## config.mk

```make
export PLATFORM = sky130hd
export DESIGN_NAME = emt_ecc_margin_top
export DESIGN_NICKNAME = d
export VERILOG_FILES = /design/src/hw/emt_pkg.sv /design/src/hw/emt_ecc_scan.sv /design/src/hw/emt_margin_test.sv /design/src/hw/emt_ecc_margin_top.sv
export SDC_FILE = /design/constraint.sdc
export NUM_CORES = 1
export LEC_CHECK = 0
export ABC_AREA = 1
export BUFFER_PORTS_ARGS = -buffer_cell sky130_fd_sc_hd__buf_2
export CORE_MARGIN = 3
export CORE_UTILIZATION = 35
export DETAILED_ROUTE_END_ITERATION = 10
export MAX_ROUTING_LAYER = met4
export PLACE_DENSITY = 0.52
export SYNTH_ARGS = -nofsm -noshare
export SYNTH_HDL_FRONTEND = slang
export SYNTH_SLANG_ARGS = --single-unit
export TNS_END_PERCENT = 20
```

## constraint.sdc

```tcl
create_clock -name clk_sys -period 2.7 [get_ports clk_sys]
set_clock_uncertainty 0.05 [all_clocks]
set_input_delay 0.54 -clock clk_sys [delete_from_list [all_inputs] [get_ports clk_sys]]
set_output_delay 0.54 -clock clk_sys [all_outputs]
set_load 0.005 [all_outputs]
```

## src/hw/emt_pkg.sv

```systemverilog
// Package: constants, carriers and state types of the EEPROM ECC and margin block
package emt_pkg;
	localparam int ROW_W  = 6;
	localparam int DATA_W = 26;
	localparam int ECC_W  = 6;
	localparam int CODE_W = 5;
	localparam int NUM_ROWS = 64;
	// ----------------------------------------
	// Register offsets
	// ----------------------------------------
	localparam logic [7:0] ADDR_ERR_REPORT = 8'h82;
	localparam logic [7:0] ADDR_FAIL_DATA  = 8'h83;
	localparam logic [7:0] ADDR_TEST_CTRL  = 8'h84;
	// ----------------------------------------
	// Control field positions
	// ----------------------------------------
	localparam int CTL_LOOP_BIT = 13;
	localparam int CTL_ROW_LSB  = 7;
	localparam int CTL_USE_BIT  = 6;
	localparam int CTL_NOMIN_BIT = 2;
	localparam int CTL_NOMAX_BIT = 1;
	localparam int CTL_START_BIT = 0;
	// ----------------------------------------
	// Codes
	// ----------------------------------------
	localparam logic [1:0] MST_NONE = 2'h0;
	localparam logic [1:0] MST_PASS = 2'h1;
	localparam logic [1:0] MST_FAIL = 2'h2;
	localparam logic [1:0] MST_RUN  = 2'h3;
	localparam logic [1:0] REF_NORMAL = 2'h0;
	localparam logic [1:0] REF_MIN    = 2'h1;
	localparam logic [1:0] REF_MAX    = 2'h2;
	localparam logic [CODE_W-1:0] PUMP_FAULT_CODE = 5'h01;
	localparam logic [ROW_W-1:0]  FIRST_ROW = 6'h00;
	// ----------------------------------------
	// Carriers
	// ----------------------------------------
	typedef struct packed {
		logic             rdEn;
		logic [ROW_W-1:0] row;
		logic [1:0]       refSel;
	} emt_arr_req_t;
	typedef struct packed {
		logic              valid;
		logic [DATA_W-1:0] data;
		logic [ECC_W-1:0]  ecc;
		logic              sbe;
		logic              dbe;
		logic [DATA_W-1:0] corr;
		logic              fail;
	} emt_arr_rsp_t;
	typedef struct packed {
		logic              en;
		logic [ROW_W-1:0]  row;
		logic [DATA_W-1:0] data;
	} emt_shadow_wr_t;
	// ----------------------------------------
	// States
	// ----------------------------------------
	typedef enum logic [2:0] {SC_IDLE = 3'b001, SC_ISSUE = 3'b010, SC_WAIT = 3'b100} emt_scan_st_t;
	typedef enum logic [2:0] {MG_IDLE = 3'b001, MG_ISSUE = 3'b010, MG_WAIT = 3'b100} emt_mrg_st_t;
	typedef struct packed {
		emt_scan_st_t     st;
		logic [ROW_W-1:0] row;
		logic             again;
		emt_arr_req_t     req;
		emt_shadow_wr_t   shw;
		logic             sbe;
		logic             dbe;
	} emt_scan_s_t;
	typedef struct packed {
		emt_mrg_st_t       st;
		logic [ROW_W-1:0]  row;
		logic [ROW_W-1:0]  first;
		logic              atMax;
		emt_arr_req_t      req;
		logic              done;
		logic              failed;
		logic [ROW_W-1:0]  failRow;
		logic [ECC_W-1:0]  failEcc;
		logic [DATA_W-1:0] failData;
		logic              failAtMax;
	} emt_mrg_s_t;
	typedef struct packed {
		logic [31:0]       rdData;
		emt_arr_req_t      req;
		logic              loopEn;
		logic [ROW_W-1:0]  startRow;
		logic              useStart;
		logic              skipMin;
		logic              skipMax;
		logic              start;
		logic              failAtMax;
		logic [1:0]        mstat;
		logic [ECC_W-1:0]  failEcc;
		logic [ROW_W-1:0]  failRow;
		logic [DATA_W-1:0] failData;
		logic [CODE_W-1:0] wrCode;
		logic              pump;
		logic              wrFault;
	} emt_ctrl_s_t;
endpackage : emt_pkg

```

## src/hw/emt_ecc_scan.sv

```systemverilog
// ECC scan of all rows after reset and load, with shadow correction
`timescale 1ns/100ps
`default_nettype none
module emt_ecc_scan #(
	parameter int NUM_ROWS = emt_pkg::NUM_ROWS
) (
	input  wire logic                    clk_sys,
	input  wire logic                    sys_rst,
	input  wire logic                    loadReq,
	input  wire logic                    grant,
	input  wire emt_pkg::emt_arr_rsp_t   arrRsp,
	output emt_pkg::emt_arr_req_t        req,
	output emt_pkg::emt_shadow_wr_t      shadowWr,
	output logic                         sbeFlag,
	output logic                         dbeFlag,
	output logic                         busy,
	output logic                         pending
);
	localparam logic [emt_pkg::ROW_W-1:0] LAST = emt_pkg::ROW_W'(NUM_ROWS - 1);
	localparam emt_pkg::emt_scan_s_t RST_S = '{st: emt_pkg::SC_ISSUE, default: '0};
	emt_pkg::emt_scan_s_t s_r;
	emt_pkg::emt_scan_s_t s_nxt;

	always_comb begin
		s_nxt = s_r;
		s_nxt.req.rdEn = 1'b0;
		s_nxt.shw.en = 1'b0;
		unique case (s_r.st)
			emt_pkg::SC_IDLE: begin
			end
			emt_pkg::SC_ISSUE: if (grant) begin
				s_nxt.req = '{1'b1, s_r.row, emt_pkg::REF_NORMAL};
				s_nxt.st = emt_pkg::SC_WAIT;
			end
			emt_pkg::SC_WAIT: if (arrRsp.valid) begin
				if (arrRsp.sbe) begin
					s_nxt.sbe = 1'b1; // RULE2
					s_nxt.shw = '{1'b1, s_r.row, arrRsp.corr}; // RULE2
				end
				if (arrRsp.dbe) s_nxt.dbe = 1'b1; // RULE1
				s_nxt.row = s_r.row + 1'b1;
				s_nxt.st = (s_r.row == LAST) ? emt_pkg::SC_IDLE : emt_pkg::SC_ISSUE;
			end
		endcase
		// Restart waits for any read still in flight
		if ((loadReq || s_r.again) && s_nxt.st != emt_pkg::SC_WAIT) begin
			s_nxt.st = emt_pkg::SC_ISSUE; // RULE3
			s_nxt.row = emt_pkg::FIRST_ROW;
			s_nxt.sbe = 1'b0;
			s_nxt.dbe = 1'b0;
			s_nxt.again = 1'b0;
		end else if (loadReq) begin
			s_nxt.again = 1'b1;
		end
	end

	always_ff @(posedge clk_sys) begin
		if (sys_rst) s_r <= RST_S; // RULE3
		else s_r <= s_nxt;
	end

	assign req = s_r.req;
	assign shadowWr = s_r.shw;
	assign sbeFlag = s_r.sbe;
	assign dbeFlag = s_r.dbe;
	assign busy = s_r.st != emt_pkg::SC_IDLE;
	assign pending = s_r.st == emt_pkg::SC_WAIT;
endmodule : emt_ecc_scan
`default_nettype wire

```

## src/hw/emt_margin_test.sv

```systemverilog
// Margin test engine: walks rows against the low and high reference levels
`timescale 1ns/100ps
`default_nettype none
module emt_margin_test #(
	parameter int NUM_ROWS = emt_pkg::NUM_ROWS
) (
	input  wire logic                         clk_sys,
	input  wire logic                         sys_rst,
	input  wire logic                         go,
	input  wire logic                         keepOn,
	input  wire logic                         loopEn,
	input  wire logic                         useStartRow,
	input  wire logic [emt_pkg::ROW_W-1:0]    startRow,
	input  wire logic                         skipMin,
	input  wire logic                         skipMax,
	input  wire logic                         grant,
	input  wire emt_pkg::emt_arr_rsp_t        arrRsp,
	output emt_pkg::emt_arr_req_t             req,
	output logic                              pending,
	output logic                              busy,
	output logic                              done,
	output logic                              failed,
	output logic [emt_pkg::ROW_W-1:0]         failRow,
	output logic [emt_pkg::ECC_W-1:0]         failEcc,
	output logic [emt_pkg::DATA_W-1:0]        failData,
	output logic                              failAtMax
);
	localparam logic [emt_pkg::ROW_W-1:0] LAST = emt_pkg::ROW_W'(NUM_ROWS - 1);
	localparam emt_pkg::emt_mrg_s_t RST_S = '{st: emt_pkg::MG_IDLE, default: '0};
	emt_pkg::emt_mrg_s_t s_r;
	emt_pkg::emt_mrg_s_t s_nxt;

	always_comb begin
		logic adv;
		adv = 1'b0;
		s_nxt = s_r;
		s_nxt.req.rdEn = 1'b0;
		s_nxt.done = 1'b0;
		unique case (s_r.st)
			emt_pkg::MG_IDLE: if (go) begin
				s_nxt.first = useStartRow ? startRow : emt_pkg::FIRST_ROW; // RULE11
				s_nxt.row = s_nxt.first;
				s_nxt.atMax = skipMin; // RULE16
				s_nxt.failed = 1'b0;
				s_nxt.st = emt_pkg::MG_ISSUE;
			end
			emt_pkg::MG_ISSUE: begin
				if (!keepOn) begin
					s_nxt.st = emt_pkg::MG_IDLE; // RULE10
					s_nxt.done = 1'b1;
				end else if (s_r.atMax && skipMax) begin
					adv = 1'b1; // RULE17
				end else if (grant) begin
					s_nxt.req = '{1'b1, s_r.row, s_r.atMax ? emt_pkg::REF_MAX : emt_pkg::REF_MIN}; // RULE21
					s_nxt.st = emt_pkg::MG_WAIT;
				end
			end
			emt_pkg::MG_WAIT: if (arrRsp.valid) begin
				if (arrRsp.fail) begin
					s_nxt.failed = 1'b1; // RULE20
					s_nxt.done = 1'b1;
					s_nxt.st = emt_pkg::MG_IDLE;
					s_nxt.failRow = s_r.row;
					s_nxt.failEcc = arrRsp.ecc;
					s_nxt.failData = arrRsp.data;
					s_nxt.failAtMax = s_r.atMax;
				end else if (!s_r.atMax && !skipMax) begin
					s_nxt.atMax = 1'b1; // RULE17
					s_nxt.st = emt_pkg::MG_ISSUE;
				end else begin
					adv = 1'b1;
				end
			end
		endcase
		// Ascending walk; loop mode restarts at the first row
		if (adv) begin
			s_nxt.atMax = skipMin; // RULE16
			if (s_r.row != LAST) begin
				s_nxt.row = s_r.row + 1'b1; // RULE21
				s_nxt.st = emt_pkg::MG_ISSUE;
			end else if (loopEn && keepOn) begin
				s_nxt.row = s_r.first; // RULE10
				s_nxt.st = emt_pkg::MG_ISSUE;
			end else begin
				s_nxt.st = emt_pkg::MG_IDLE;
				s_nxt.done = 1'b1;
			end
		end
	end

	always_ff @(posedge clk_sys) begin
		if (sys_rst) s_r <= RST_S;
		else s_r <= s_nxt;
	end

	assign req = s_r.req;
	assign pending = s_r.st == emt_pkg::MG_WAIT;
	assign busy = s_r.st != emt_pkg::MG_IDLE;
	assign done = s_r.done;
	assign failed = s_r.failed;
	assign failRow = s_r.failRow;
	assign failEcc = s_r.failEcc;
	assign failData = s_r.failData;
	assign failAtMax = s_r.failAtMax;
endmodule : emt_margin_test
`default_nettype wire

```

## src/hw/emt_ecc_margin_top.sv

```systemverilog
// Top: ECC status, write result and margin test registers with array arbitration
//
// Behaviour
// RULE1: Double-bit flag bit 20 is set when the scan meets an uncorrectable row.
// RULE2: Single-bit error sets bit 19 and writes the corrected word to shadow.
// RULE3: The ECC scan runs after every reset and every load request.
// RULE4: A margin failure captures the failing row's check bits in bits 18:13.
// RULE5: A margin failure captures the failing row address in bits 12:7.
// RULE6: A margin failure captures the failing row's 26 data bits.
// RULE7: Bits 6:2 hold the last write's result code; nonzero means error.
// RULE8: A pump fault sets bit 1 and forces a nonzero result code.
// RULE9: Bit 0 sets on any write error and clears when its register is read.
// RULE10: Loop bit repeats the test until failure or start bit cleared.
// RULE11: Test starts at row zero, or at the start row field when selected.
// RULE12: A failure overwrites the start row field with the failing row.
// RULE13: Bit 5 tells whether the low or high reference failed.
// RULE14: Status bits 4:3 read none, pass, fail or running.
// RULE15: Status returns to zero when read and on reset.
// RULE16: Skip-minimum bit leaves out the low reference check.
// RULE17: Skip-maximum bit leaves out the high reference check.
// RULE18: Host writes start bit one; the device then begins the test.
// RULE19: Without loop the start bit self-clears at completion; with loop it stays.
// RULE20: Any failure stops the test and clears the start bit.
// RULE21: Rows are visited upward from the start row to the last row.
`timescale 1ns/100ps
`default_nettype none
module emt_ecc_margin_top #(
	parameter int NUM_ROWS = emt_pkg::NUM_ROWS
) (
	input  wire logic                              clk_sys,
	input  wire logic                              sys_rst,
	input  wire logic [7:0]                        regAddr,
	input  wire logic [31:0]                       regWrData,
	input  wire logic                              regWr,
	input  wire logic                              regRd,
	output logic [31:0]                            regRdData,
	input  wire logic                              loadReq,
	input  wire logic                              wrDone,
	input  wire logic [emt_pkg::CODE_W-1:0]        wrResult,
	input  wire logic                              wrPumpFault,
	output emt_pkg::emt_arr_req_t                  arrReq,
	input  wire emt_pkg::emt_arr_rsp_t             arrRsp,
	output emt_pkg::emt_shadow_wr_t                shadowWr
);
	// ----------------------------------------
	// Engines
	// ----------------------------------------
	emt_pkg::emt_ctrl_s_t              s_r;
	emt_pkg::emt_ctrl_s_t              s_nxt;
	emt_pkg::emt_arr_req_t             scanReq;
	emt_pkg::emt_arr_req_t             mrgReq;
	logic                              sbeFlag;
	logic                              dbeFlag;
	logic                              scanBusy;
	logic                              scanPending;
	logic                              mrgPending;
	logic                              mrgBusy;
	logic                              mrgDone;
	logic                              mrgFailed;
	logic [emt_pkg::ROW_W-1:0]         mrgFailRow;
	logic [emt_pkg::ECC_W-1:0]         mrgFailEcc;
	logic [emt_pkg::DATA_W-1:0]        mrgFailData;
	logic                              mrgFailAtMax;
	logic                              wrCtl;
	logic                              rdErr;
	logic                              rdCtl;
	logic [1:0]                        mstatView;

	emt_ecc_scan #(.NUM_ROWS(NUM_ROWS)) uScan (
		.clk_sys  (clk_sys),
		.sys_rst  (sys_rst),
		.loadReq  (loadReq),
		.grant    (!mrgPending),
		.arrRsp   (arrRsp),
		.req      (scanReq),
		.shadowWr (shadowWr),
		.sbeFlag  (sbeFlag),
		.dbeFlag  (dbeFlag),
		.busy     (scanBusy),
		.pending  (scanPending)
	);

	emt_margin_test #(.NUM_ROWS(NUM_ROWS)) uMargin (
		.clk_sys     (clk_sys),
		.sys_rst     (sys_rst),
		.go          (s_r.start && !mrgDone),
		.keepOn      (s_r.start),
		.loopEn      (s_r.loopEn),
		.useStartRow (s_r.useStart),
		.startRow    (s_r.startRow),
		.skipMin     (s_r.skipMin),
		.skipMax     (s_r.skipMax),
		.grant       (!scanBusy),
		.arrRsp      (arrRsp),
		.req         (mrgReq),
		.pending     (mrgPending),
		.busy        (mrgBusy),
		.done        (mrgDone),
		.failed      (mrgFailed),
		.failRow     (mrgFailRow),
		.failEcc     (mrgFailEcc),
		.failData    (mrgFailData),
		.failAtMax   (mrgFailAtMax)
	);

	// ----------------------------------------
	// Register file
	// ----------------------------------------
	assign wrCtl = regWr && regAddr == emt_pkg::ADDR_TEST_CTRL;
	assign rdErr = regRd && regAddr == emt_pkg::ADDR_ERR_REPORT;
	assign rdCtl = regRd && regAddr == emt_pkg::ADDR_TEST_CTRL;
	// Running from the start write until the completion is recorded
	assign mstatView = (mrgBusy || mrgDone || s_r.start) ? emt_pkg::MST_RUN : s_r.mstat; // RULE14

	always_comb begin
		s_nxt = s_r;
		s_nxt.req = scanReq.rdEn ? scanReq : mrgReq;
		// Read data, one cycle after the strobe
		if (regRd) begin
			unique case (regAddr)
				emt_pkg::ADDR_ERR_REPORT: s_nxt.rdData = {11'h0, dbeFlag, sbeFlag, // RULE1
					s_r.failEcc, s_r.failRow, s_r.wrCode, s_r.pump, s_r.wrFault}; // RULE4
				emt_pkg::ADDR_FAIL_DATA: s_nxt.rdData = {6'h00, s_r.failData}; // RULE6
				emt_pkg::ADDR_TEST_CTRL: s_nxt.rdData = {18'h0, s_r.loopEn, s_r.startRow,
					s_r.useStart, s_r.failAtMax, mstatView, s_r.skipMin, s_r.skipMax, s_r.start};
				default: s_nxt.rdData = 32'h00000000;
			endcase
		end
		// Host control write
		if (wrCtl) begin
			s_nxt.loopEn = regWrData[emt_pkg::CTL_LOOP_BIT];
			s_nxt.startRow = regWrData[emt_pkg::CTL_ROW_LSB +: emt_pkg::ROW_W];
			s_nxt.useStart = regWrData[emt_pkg::CTL_USE_BIT];
			s_nxt.skipMin = regWrData[emt_pkg::CTL_NOMIN_BIT];
			s_nxt.skipMax = regWrData[emt_pkg::CTL_NOMAX_BIT];
			s_nxt.start = regWrData[emt_pkg::CTL_START_BIT]; // RULE18
		end
		// Clear on read; a same-cycle event below wins
		if (rdErr) s_nxt.wrFault = 1'b0; // RULE9
		if (rdCtl) s_nxt.mstat = emt_pkg::MST_NONE; // RULE15
		// Result of the last EEPROM write
		if (wrDone) begin
			s_nxt.wrCode = (wrPumpFault && wrResult == '0) ? emt_pkg::PUMP_FAULT_CODE : wrResult; // RULE7 RULE8
			s_nxt.pump = wrPumpFault; // RULE8
			if (wrPumpFault || wrResult != '0) s_nxt.wrFault = 1'b1; // RULE9
		end
		// Margin completion
		if (mrgDone) begin
			if (mrgFailed) begin
				s_nxt.mstat = emt_pkg::MST_FAIL; // RULE14
				s_nxt.failRow = mrgFailRow; // RULE5
				s_nxt.failEcc = mrgFailEcc; // RULE4
				s_nxt.failData = mrgFailData; // RULE6
				s_nxt.failAtMax = mrgFailAtMax; // RULE13
				s_nxt.startRow = mrgFailRow; // RULE12
				s_nxt.start = 1'b0; // RULE20
			end else begin
				s_nxt.mstat = emt_pkg::MST_PASS; // RULE14
				if (!s_r.loopEn && !wrCtl) s_nxt.start = 1'b0; // RULE19
			end
		end
	end

	always_ff @(posedge clk_sys) begin
		if (sys_rst) s_r <= '0; // RULE15
		else s_r <= s_nxt;
	end

	assign regRdData = s_r.rdData;
	assign arrReq = s_r.req;

	// ----------------------------------------
	// Assertions
	// ----------------------------------------
	property p_dbe_cause;
		@(posedge clk_sys) disable iff (sys_rst)
		$rose(dbeFlag) |-> $past(scanPending && arrRsp.valid && arrRsp.dbe);
	endproperty
	a_dbe_cause: assert property (p_dbe_cause) else $error("double-bit flag without cause"); // RULE1

	property p_sbe_shadow;
		@(posedge clk_sys) disable iff (sys_rst)
		scanPending && arrRsp.valid && arrRsp.sbe |=> shadowWr.en
			&& (sbeFlag || $past(loadReq || uScan.s_r.again))
			&& shadowWr.data == $past(arrRsp.corr);
	endproperty
	a_sbe_shadow: assert property (p_sbe_shadow) else $error("corrected word not written"); // RULE2

	property p_load_scan;
		@(posedge clk_sys) disable iff (sys_rst)
		loadReq && !scanPending |=> scanBusy && (scanPending || !sbeFlag && !dbeFlag);
	endproperty
	a_load_scan: assert property (p_load_scan) else $error("load did not restart scan"); // RULE3

	property p_fail_capture;
		@(posedge clk_sys) disable iff (sys_rst)
		mrgDone && mrgFailed |=> s_r.failRow == $past(mrgFailRow)
			&& s_r.failEcc == $past(mrgFailEcc) && s_r.failData == $past(mrgFailData);
	endproperty
	a_fail_capture: assert property (p_fail_capture) else $error("failing row not captured"); // RULE5

	property p_fail_stop;
		@(posedge clk_sys) disable iff (sys_rst)
		mrgDone && mrgFailed |=> !s_r.start && s_r.mstat == emt_pkg::MST_FAIL
			&& s_r.startRow == s_r.failRow ##1 !mrgBusy;
	endproperty
	a_fail_stop: assert property (p_fail_stop) else $error("failure did not stop test"); // RULE20

	property p_pump;
		@(posedge clk_sys) disable iff (sys_rst)
		wrDone && wrPumpFault |=> s_r.pump && s_r.wrCode != '0 && s_r.wrFault;
	endproperty
	a_pump: assert property (p_pump) else $error("pump fault not reported"); // RULE8

	property p_fault_rdclr;
		@(posedge clk_sys) disable iff (sys_rst)
		rdErr && !wrDone |=> !s_r.wrFault;
	endproperty
	a_fault_rdclr: assert property (p_fault_rdclr) else $error("write fault not cleared"); // RULE9

	property p_stat_rdclr;
		@(posedge clk_sys) disable iff (sys_rst)
		rdCtl && !mrgDone |=> s_r.mstat == emt_pkg::MST_NONE;
	endproperty
	a_stat_rdclr: assert property (p_stat_rdclr) else $error("status not cleared on read"); // RULE15

	property p_once_clear;
		@(posedge clk_sys) disable iff (sys_rst)
		mrgDone && !mrgFailed && !s_r.loopEn && !wrCtl |=> !s_r.start;
	endproperty
	a_once_clear: assert property (p_once_clear) else $error("start bit not self-cleared"); // RULE19

	property p_run_read;
		@(posedge clk_sys) disable iff (sys_rst)
		rdCtl && mrgBusy |=> regRdData[4:3] == emt_pkg::MST_RUN;
	endproperty
	a_run_read: assert property (p_run_read) else $error("running status not shown"); // RULE14

	property p_start_go;
		@(posedge clk_sys) disable iff (sys_rst)
		s_r.start && !mrgBusy && !mrgDone |=> mrgBusy;
	endproperty
	a_start_go: assert property (p_start_go) else $error("test did not begin"); // RULE18

	property p_cov_fail;
		@(posedge clk_sys) disable iff (sys_rst)
		mrgDone && mrgFailed;
	endproperty
	c_cov_fail: cover property (p_cov_fail);

	property p_cov_pass;
		@(posedge clk_sys) disable iff (sys_rst)
		mrgDone && !mrgFailed;
	endproperty
	c_cov_pass: cover property (p_cov_pass);

	property p_cov_sbe;
		@(posedge clk_sys) disable iff (sys_rst)
		shadowWr.en;
	endproperty
	c_cov_sbe: cover property (p_cov_sbe);
endmodule : emt_ecc_margin_top
`default_nettype wire

```

==> impl_metrics.ini, run 1 <==
[status]
status = finished clean

[clock_tree]
cts_hold_buf = 0
clkLatencyLatePin_ns = 0.51
ctsResizeCount = 0
cts.path.max_buffers = 3
clock_sinks = 212
cts_tree = done
cts-root-buf = clkbuf_16
htree_levels = 1
cts_setup_buffers = 0
path_clk_slew_ns = 0.06
cts_buffers = 24

[power_and_ir_drop]
power.leakage_nw = 4.36
power.density_mw_per_mm2 = 703
peakVddDrop_uv = 350
power_mw = 7.42

[routing]
avgViaCountPerCell = 4.79
dr.pass1.iters = 5
wl_mm = 24.3
drt_first_iter_violations = 484
ant_nets = 0
drc = 0
via_count = 7854
wl_per_cell_microns = 14.8

[timing]
setup_viol = 0
rsz0062_at_grt = false
min_period_ns = 1.91
hold_violations = 0
finalCritPeriodShare_pct = 70.7
finalSetupTns_ns = 0
drv_slew = 0
worst_pin_slew_ns = 0.680
slew_headroom_pct = 54.5
clock.fmax_mhz = 524
holdWs_ns = 0.222

[grt]
first_global_vias = 7541
grtUsageMet1_pct = 23.7
use_met3_pct = 2.76
top_usage_layer = met2
grt-ovfl-total = 0
grt_pass1_wl_mm = 39.3
antenna_found_initial = 2
grt_start_max_net_pins = 88
gr-usage-met2_pct = 26.1
track_usage_pct = 17.0

[die]
io_pins = 188
fp.dieH_microns = 169
coreArea_sq_mm = 0.0255
die_w_microns = 169
initial_utilization_pct = 36.2
die_area_sq_mm = 0.0284
num_rows = 58

[flow_run]
maxCapViolations = 0

[worst_setup_path]
worstSetupPathType = flop to flop
cp.arrival_ns = 2.31
end_kind = flop
cp-start-kind = flop
worstPathRequired_ns = 3.10
crit_fanout = 34

[finish]
area_growth_pct = 14.1
drive_above_1_share_pct = 19.6
fin_nets = 1406

[logic_synthesis]
syn_area_per_cell_sq_um = 7.53
yosys_warnings = 0
synth-seq-cells = 212
ys.flop_type = dfxtp_1
async_flop_share_pct = 0
yosysMostFrequentCell = nand2_1
yosysTopAreaCell = dfxtp_1
yosys-top-cells-count = nand2_1 (232), dfxtp_1 (212), nand3_1 (166), a21oi_1 (143), nor2_1 (114)
synth.distinct_cells = 43
syn_inst = 1229
synth_edf_count = 0
synth_top_area_share_pct = 45.9
syn_area_sq_mm = 0.00925
ys_seq_area_share_pct = 45.9
ys_top_cells_by_area = dfxtp_1 (46%), nand2_1 (9.4%), nand3_1 (9.0%), a21oi_1 (7.7%), buf_4 (6.7%)

[place]
port_buffers = 160
gp_congestion = 0.851
dp_hpwl_mm = 16.8

[min_path]
min_path_type = input pin to flop
## cells in the final DEF (no fill, tap or decap), types with 2 or more instances in the layout
| master | n |
|---|---|
| xor2_1 | 3 |
| nor2_2 | 8 |
| nand2_1 | 232 |
| inv_2 | 7 |
| ha_1 | 2 |
| nand2_2 | 5 |
| inv_1 | 65 |
| nor3_1 | 2 |
| conb_1 | 6 |
| buf_2 | 159 |
| nand3_1 | 166 |
| nand4_1 | 4 |
| o211ai_1 | 2 |
| diode_2 | 2 |
| o21ai_1 | 8 |
| a21oi_2 | 2 |
| clkbuf_8 | 7 |
| nand4_4 | 2 |
| a21oi_1 | 143 |
| a211oi_1 | 4 |
| o21ai_0 | 73 |
| bufinv_16 | 3 |
| nand2_4 | 3 |
| nand3b_1 | 2 |
| nand3_2 | 3 |
| buf_4 | 16 |
| nor2_4 | 4 |
| clkinv_4 | 2 |
| dfxtp_1 | 212 |
| clkbuf_16 | 25 |
| clkinv_2 | 3 |
| nor2_1 | 114 |
| buf_12 | 2 |
| a31oi_1 | 2 |
| clkbuf_1 | 4 |
| xnor2_1 | 2 |
## final cells by class
cell class / count / area, sq um
Fill cell: 2775 / 15000
Sequential cell: 212 / 4240
Multi-Input combinational cell: 801 / 3800
Timing Repair Buffer: 177 / 956
Clock buffer: 36 / 737
Tap cell: 330 / 413
Inverter: 74 / 280
Clock inverter: 8 / 123
Antenna cell: 2 / 5.00
## worst max-delay path, stage by stage (launching register included)
cell	delay (ns)
dfxtp_1	0.37
nor2_2	0.16
nand3_2	0.15
inv_2	0.22
nand2_2	0.44
nor2_1	0.32
nand2_1	0.08
nand2_1	0.06
## flip-flops by register name, summed over array words and instances (netlist names)
| signal | count |
|---|---|
| uScan.s_r | 10 |
| uScan.sbeFlag | 1 |
| uMargin.failed | 1 |
| uMargin.failEcc | 6 |
| arrReq | 9 |
| uMargin.failData | 26 |
| uScan.dbeFlag | 1 |
| uMargin.done | 1 |
| s_r | 59 |
| uMargin.failAtMax | 1 |
| uScan.req | 7 |
| uMargin.s_r | 16 |
| uMargin.failRow | 6 |
| uScan.shadowWr | 33 |
| uMargin.req | 9 |
| regRdData | 26 |
## worst paths after layout
kind | startpoint | endpoint | slack, ns | depth (start not counted)
worst max register to register | uScan.s_r[52] | uScan.shadowWr[26] | 0.79 | 7
worst min register to register | uMargin.req[1] | arrReq[1] | 0.39 | 2
worst min-delay path | wrResult[2] | s_r[4] | 0.22 | 3
worst max-delay path | uScan.s_r[52] | uScan.shadowWr[26] | 0.79 | 7
## stage by stage
stage | utilization (%) | setup slack, ns | instances | area (sq um)
floorplan | - | 1.17 | 1234 | 9270
global placement | 37.9 | 0.521 | 1594 | 9690
detailed placement | 37.9 | 0.484 | 1594 | 9690
CTS | 41.3 | 0.762 | 1638 | 10600
global route | 41.3 | 0.587 | 1640 | 10600
finish | 41.3 | 0.791 | 1640 | 10600
## metal layers
| metal | routed length, microns | part of all wire, % |
|---|---|---|
| met1 | 12100 | 50 |
| met2 | 10600 | 44 |
| met4 | 511 | 2.1 |
| met5 | 0 | 0 |
| met3 | 1120 | 4.6 |
## cells by family after synthesis
| family | count (synthesis) | share of synthesized area [%] |
|---|---|---|
| other cells | 1 | 0.0405 |
| fa+ha+maj | 2 | 0.270 |
| buf+inv | 221 | 13.3 |
| compound gates | 236 | 13.2 |
| flops | 212 | 45.9 |
| simple gates | 552 | 26.8 |
| xor+xnor | 5 | 0.473 |
## report_power, final
part	switching, mW	internal (mW)	total [mW]
logic	0.401	0.216	0.617
registers	0.0871	3.24	3.33
clock network	1.30	2.17	3.47
total	1.79	5.63	7.42
No activity file was read; power rests on OpenSTA's default activity.
==> run 2, diff against run 1 <==
- ABC_AREA: 1 -> 0
- PLACE_DENSITY: 0.52 -> 0.54
- clock period: 2.7 -> 1.6 ns (I/O delays scaled with it)
==> impl_metrics.ini, run 2 <==
[power_and_ir_drop]
internal_power_mw = 9.59
power_mw = 12.3
p_sw_share_pct = 22.1
power.leakage_nw = 4.52
power.density_mw_per_mm2 = 1080
peakVddDrop_uv = 660
p_switching_mw = 2.72
power_frac_clock_pct = 47.7
combPwrFrac_pct = 8.1
seqPwrFrac_pct = 44.2

[logic_synthesis]
synth-seq-cells = 212
ys_seq_area_share_pct = 48.2
yosys_warnings = 0
yosys-top-cells-count = nand2_1 (290), dfxtp_1 (212), a21oi_1 (142), buf_4 (77), nor2_1 (60)
synth_top_area_share_pct = 48.2
syn_area_per_cell_sq_um = 8.18
ys.flop_type = dfxtp_1
ys_top_cells_by_area = dfxtp_1 (48%), nand2_1 (12%), a21oi_1 (8.1%), buf_4 (6.6%), mux2i_1 (3.0%)
synth_edf_count = 0
syn_inst = 1075
yosysTopAreaCell = dfxtp_1
yosysMostFrequentCell = nand2_1
synth.distinct_cells = 63
syn_area_sq_mm = 0.00880
async_flop_share_pct = 0

[routing]
dr.pass1.iters = 4
drc = 0
via_count = 7630
ant_nets = 0
wl_mm = 24.4
drt_first_iter_violations = 490
avgViaCountPerCell = 4.77
wl_per_cell_microns = 15.3

[clock_tree]
cts-root-buf = clkbuf_16
cts_tree = done
clock_sinks = 212
cts_buffers = 24
cts.path.max_buffers = 3
path_clk_slew_ns = 0.06
clkLatencyLatePin_ns = 0.51
htree_levels = 1

[min_path]
min_path_type = input pin to flop
min_from = arrRsp[35]

[worst_setup_path]
crit_chain = or3b_4 > o32ai_2 > buf_4 > a21boi_4 > a21o_1 > a21oi_2
reg2reg_from = uMargin.s_r[63]
worstSetupPathType = flop to flop
worstPathRequired_ns = 1.93
cp_slowest_cell = or3b_4
end_kind = flop
cp-start-kind = flop
critical-path-max-stage-delay_ns = 0.40
crit_fanout = 6
cp.arrival_ns = 2.02
startpoint = uMargin.s_r[63]

[timing]
rsz0062_at_grt = true
hold_violations = 0
setup_viol = 15
clock.fmax_mhz = 591
finalCritPeriodShare_pct = 106
min_period_ns = 1.69
final.setup.worst_slack_ns = -0.0924
drv_slew = 0
holdWs_ns = 0.0166

[die]
io_pins = 188
fp.dieH_microns = 165
die_area_sq_mm = 0.0271
coreArea_sq_mm = 0.0245
initial_utilization_pct = 35.9
die_w_microns = 165
num_rows = 57

[place]
gp_congestion = 0.811
placedCellCount = 1500
place_area_sq_mm = 0.00985
port_buffers = 160
dp_slack_ns = -0.239
dp_hpwl_mm = 16.5

[grt]
antenna_found_initial = 1
grt_start_max_net_pins = 48
track_usage_pct = 17.7
first_global_vias = 7184
grt-ovfl-total = 0
grt_pass1_wl_mm = 37.5

[finish]
area_growth_pct = 29.9
fin_nets = 1373
seqCellArea_sq_mm = 0.00425
layout.cells.most_common = nand2_1
nFillCells = 2458
layout_common_cells = nand2_1 (288), dfxtp_1 (207), buf_2 (159), a21oi_1 (135), buf_4 (74)
largest_register_ffs = 59
fin_area_sq_mm = 0.0114
fin_cells = 1600
multi_input_area_sq_mm = 0.00382
drive_above_1_share_pct = 24.9
top_register = s_r

[flow_run]
maxCapViolations = 0

[status]
violations = setup timing
status = finished, violations left
-- run 2: changes by cell type in the layout (fill, tap and decap cells not counted), sizes merged, moves of 6 or more --
cell | before | now
dlygate4sd3 | 0 | 52
nand3 | 170 | 23
inv | 73 | 4
mux2i | 0 | 26
a22oi | 0 | 20
a22o | 0 | 11
nand2 | 240 | 290
buf | 177 | 244
a21o | 0 | 6
nand2b | 0 | 16
a311oi | 0 | 8
and3 | 0 | 9
nor2 | 127 | 60
o21ai | 82 | 29
-- run 2: cells by family after synthesis --
logic type	count (synthesis)	synth area share (%)
muxes	26	2.96
buffers and inverters	150	10.0
adders and majority gates	2	0.284
and+or+nand+nor	433	21.3
xor gates and xnor gates	7	0.697
other	1	0.0426
DFF	212	48.2
AOI/OAI and AO/OA	244	16.4
-- run 2: final timing paths --
check                             end  slack [ns]  cells past startpoint
setup / recovery      uMargin.s_r[62]       -0.09                      6
hold / removal    uMargin.failData[0]        0.02                      3
setup reg to reg      uMargin.s_r[62]       -0.09                      6
hold reg to reg             arrReq[8]        0.39                      2
-- run 2: worst max-delay path: cells and delay by family (launching register included) --
family                 cells  cell delay, ns
flip-flops                 1            0.33
AO/OA/AOI/OAI              4            0.59
buffers and inverters      1            0.18
AND/OR/NAND/NOR            1            0.40
-- run 2: area by class of cell --
type	count	share of cell area (%)
well taps	324	3.55
clock buffers	36	6.19
repair buffers	297	18.1
flip-flops and latches	212	37.2
inverters	4	0.131
multi-input cells	718	33.4
clock inverters	8	1.33
diodes	1	0.0219
-- run 2: metrics by stage --
stage               util (%)  setup TNS, ns
global placement        40.1         -13.53
global route            46.6          -3.11
detailed placement      40.1         -16.03
floorplan                  -          -1.41
finish                  46.6         -0.432
CTS                     46.2         -0.548
-- run 2: timing repair --
item                                    4_1_cts  5_1_grt
hold endpoints to repair                     52        0
gates cloned                                  1        1
gates resized for setup                      20       14
endpoints found under the setup margin      105       57
pin swaps                                     6        4
buffers inserted                              0        1
hold buffers                                 52        0
-- run 2: power by group through the flow --
| stage | Combinational (mW) | Clock, mW | Sequential, mW |
|---|---|---|---|
| 6_report | 0.995 | 5.87 | 5.45 |
| 5_1_grt | 1.09 | 6.25 | 5.46 |
| 4_1_cts | 0.964 | 6.02 | 5.45 |
| 3_5_place_dp | 0.857 | 0 | 5.56 |
| 3_3_place_gp | 0.854 | 0 | 5.56 |
| 2_1_floorplan | 0.545 | 0 | 5.54 |
-- run 2: layer usage --
layer | vias up | share of wire [%] | wire, microns | global-route usage (%)
met5 | - | 0 | 0 | -
met4 | 0 | 1.2 | 302 | 3.89
met3 | 20 | 4.8 | 1170 | 2.68
li1 | 3909 | - | - | -
met2 | 157 | 47 | 11400 | 28.3
met1 | 3544 | 47 | 11600 | 23.7
==> run 3, diff against run 2 <==
- SETUP_SLACK_MARGIN: not set -> 0.15
==> impl_metrics.ini, run 3 (synthesized netlist as in run 2, its figures left out) <==
[worst_setup_path]
path_buf_inv = 3
worstSetupPathType = flop to flop
crit_top_cell = buf_4
r2r_slack_ns = -0.1
critical-path-max-stage-delay_ns = 0.35
crit_chain = buf_4 > nor3b_2 > buf_4 > and3_4 > clkbuf_16 > nand2_2 > a21oi_1
startpoint = uMargin.s_r[63]
cp_slowest_cell = dfxtp_4
crit_fanout = 20
end_kind = flop
crit_family = simple AND/OR/NAND/NOR gates
reg2reg_from = uMargin.s_r[63]
cp-start-kind = flop
cp.arrival_ns = 2.08
worstPathRequired_ns = 1.99

[routing]
wl_per_cell_microns = 15.7
drt_first_iter_violations = 507
dr.pass1.iters = 5
avgViaCountPerCell = 4.86
wl_mm = 25.0
drc = 0
via_count = 7713
ant_nets = 0

[grt]
grt-ovfl-total = 0
track_usage_pct = 17.2
antenna_found_initial = 0
grt_pass1_wl_mm = 37.0
grt_start_max_net_pins = 111
first_global_vias = 7064

[timing]
clock.fmax_mhz = 589
finalCritPeriodShare_pct = 106
min_period_ns = 1.70
final.setup.worst_slack_ns = -0.0964
worst_pin_slew_ns = 0.526
slew_headroom_pct = 65.0
setup_viol = 53
hold_violations = 0
rsz0062_at_grt = true
drv_slew = 0

[die]
die_w_microns = 165
die_area_sq_mm = 0.0271
fp.dieH_microns = 165
coreArea_sq_mm = 0.0245
initial_utilization_pct = 35.9
io_pins = 188
num_rows = 57

[min_path]
min_path_type = input pin to flop
min_from = regWrData[2]

[clock_tree]
clkLatencyLatePin_ns = 0.51
cts-root-buf = clkbuf_16
path_clk_slew_ns = 0.06
cts_tree = done
cts.path.max_buffers = 3
clock_sinks = 212
cts_buffers = 23
htree_levels = 1

[place]
gp_congestion = 0.833
port_buffers = 160
place_area_sq_mm = 0.00997
dp_hpwl_mm = 16.3

[power_and_ir_drop]
internal_power_mw = 9.01
peakVddDrop_uv = 537
power.density_mw_per_mm2 = 1010
combPwrFrac_pct = 8.7
p_switching_mw = 2.67
power.leakage_nw = 4.57
seqPwrFrac_pct = 46.6
p_sw_share_pct = 22.8
power_mw = 11.7
power_frac_clock_pct = 44.6

[status]
violations = setup timing
status = finished, violations left

[finish]
area_growth_pct = 32.1
largest_register_ffs = 59
top_register = s_r
drive_above_1_share_pct = 27.0
n_antenna_cell = 0
layout.cells.most_common = nand2_1
fin_nets = 1367
fin_area_sq_mm = 0.0116
layout_common_cells = nand2_1 (278), dfxtp_1 (207), buf_2 (159), a21oi_1 (134), buf_4 (59)
nFillCells = 2430

[flow_run]
maxCapViolations = 0
[run 3: cell types whose count changed in the layout (fill, tap and decap cells not counted), sizes merged]
cell	previous run	this run
dlygate4sd3	52	47
bufinv	4	2
diode	1	0
buf	244	241
clkinv	4	2
inv	4	5
[run 3: area by class of cell]
class | count | area (sq um) | area share (%)
clock inverter | 5 | 78.8 | 0.678
tap | 324 | 405 | 3.49
multi-input combinational | 718 | 4020 | 34.6
timing repair buffer | 292 | 2190 | 18.9
inverter | 4 | 15.0 | 0.129
sequential | 212 | 4260 | 36.6
clock buffer | 33 | 653 | 5.62
[run 3: repair_timing]
item	in CTS	in global routing
resized for setup	28	45
setup buffers	0	5
gates cloned	1	5
hold buffers	47	0
hold endpoints to repair	47	0
setup endpoints to repair	83	115
pin swaps	7	28
[run 3: power groups by stage]
stage / Clock, mW / Sequential [mW] / Combinational, mW
4_1_cts: 5.33 / 5.45 / 0.963
6_report: 5.21 / 5.44 / 1.02
2_1_floorplan: 0 / 5.54 / 0.549
5_1_grt: 5.54 / 5.45 / 1.10
3_3_place_gp: 0 / 5.56 / 0.862
3_5_place_dp: 0 / 5.57 / 0.863
[run 3: metal layers]
layer  GRT usage (%)  vias to the layer above  part of all wire [%]
met5               -                        -                     0
met4            3.66                        0                   2.1
met3            2.26                       38                   4.8
met2            27.2                      177                    45
met1            23.8                     3605                    48
li1                -                     3893                     -
[run 3: final timing paths]
check / to / cells past startpoint
worst max-delay path: uMargin.failData[17] / 7
worst min-delay path: s_r[50] / 3
worst max register to register: uMargin.failData[17] / 7
worst min register to register: arrReq[8] / 2
[run 3: per-stage QoR]
stage                     hold slack [ns]  instances  util [%]  worst slack, ns  setup TNS, ns
after floorplan                     0.361       1080         -           -0.160          -1.26
after global placement              0.379       1492      40.6           -0.236          -6.54
after detailed placement            0.378       1492      40.6           -0.300          -7.58
after CTS                        0.000561       1578      46.1          -0.0515         -0.551
after global routing              0.00461       1588      47.4           -0.149          -6.25
final                              0.0132       1588      47.4          -0.0964          -2.65
[run 3: worst min-delay path, delay by kind of cell]
kind                   cells  cell delay [ns]
buffers and inverters      1             0.10
AOI/OAI and AO/OA          1             0.05
and+or+nand+nor            1             0.05
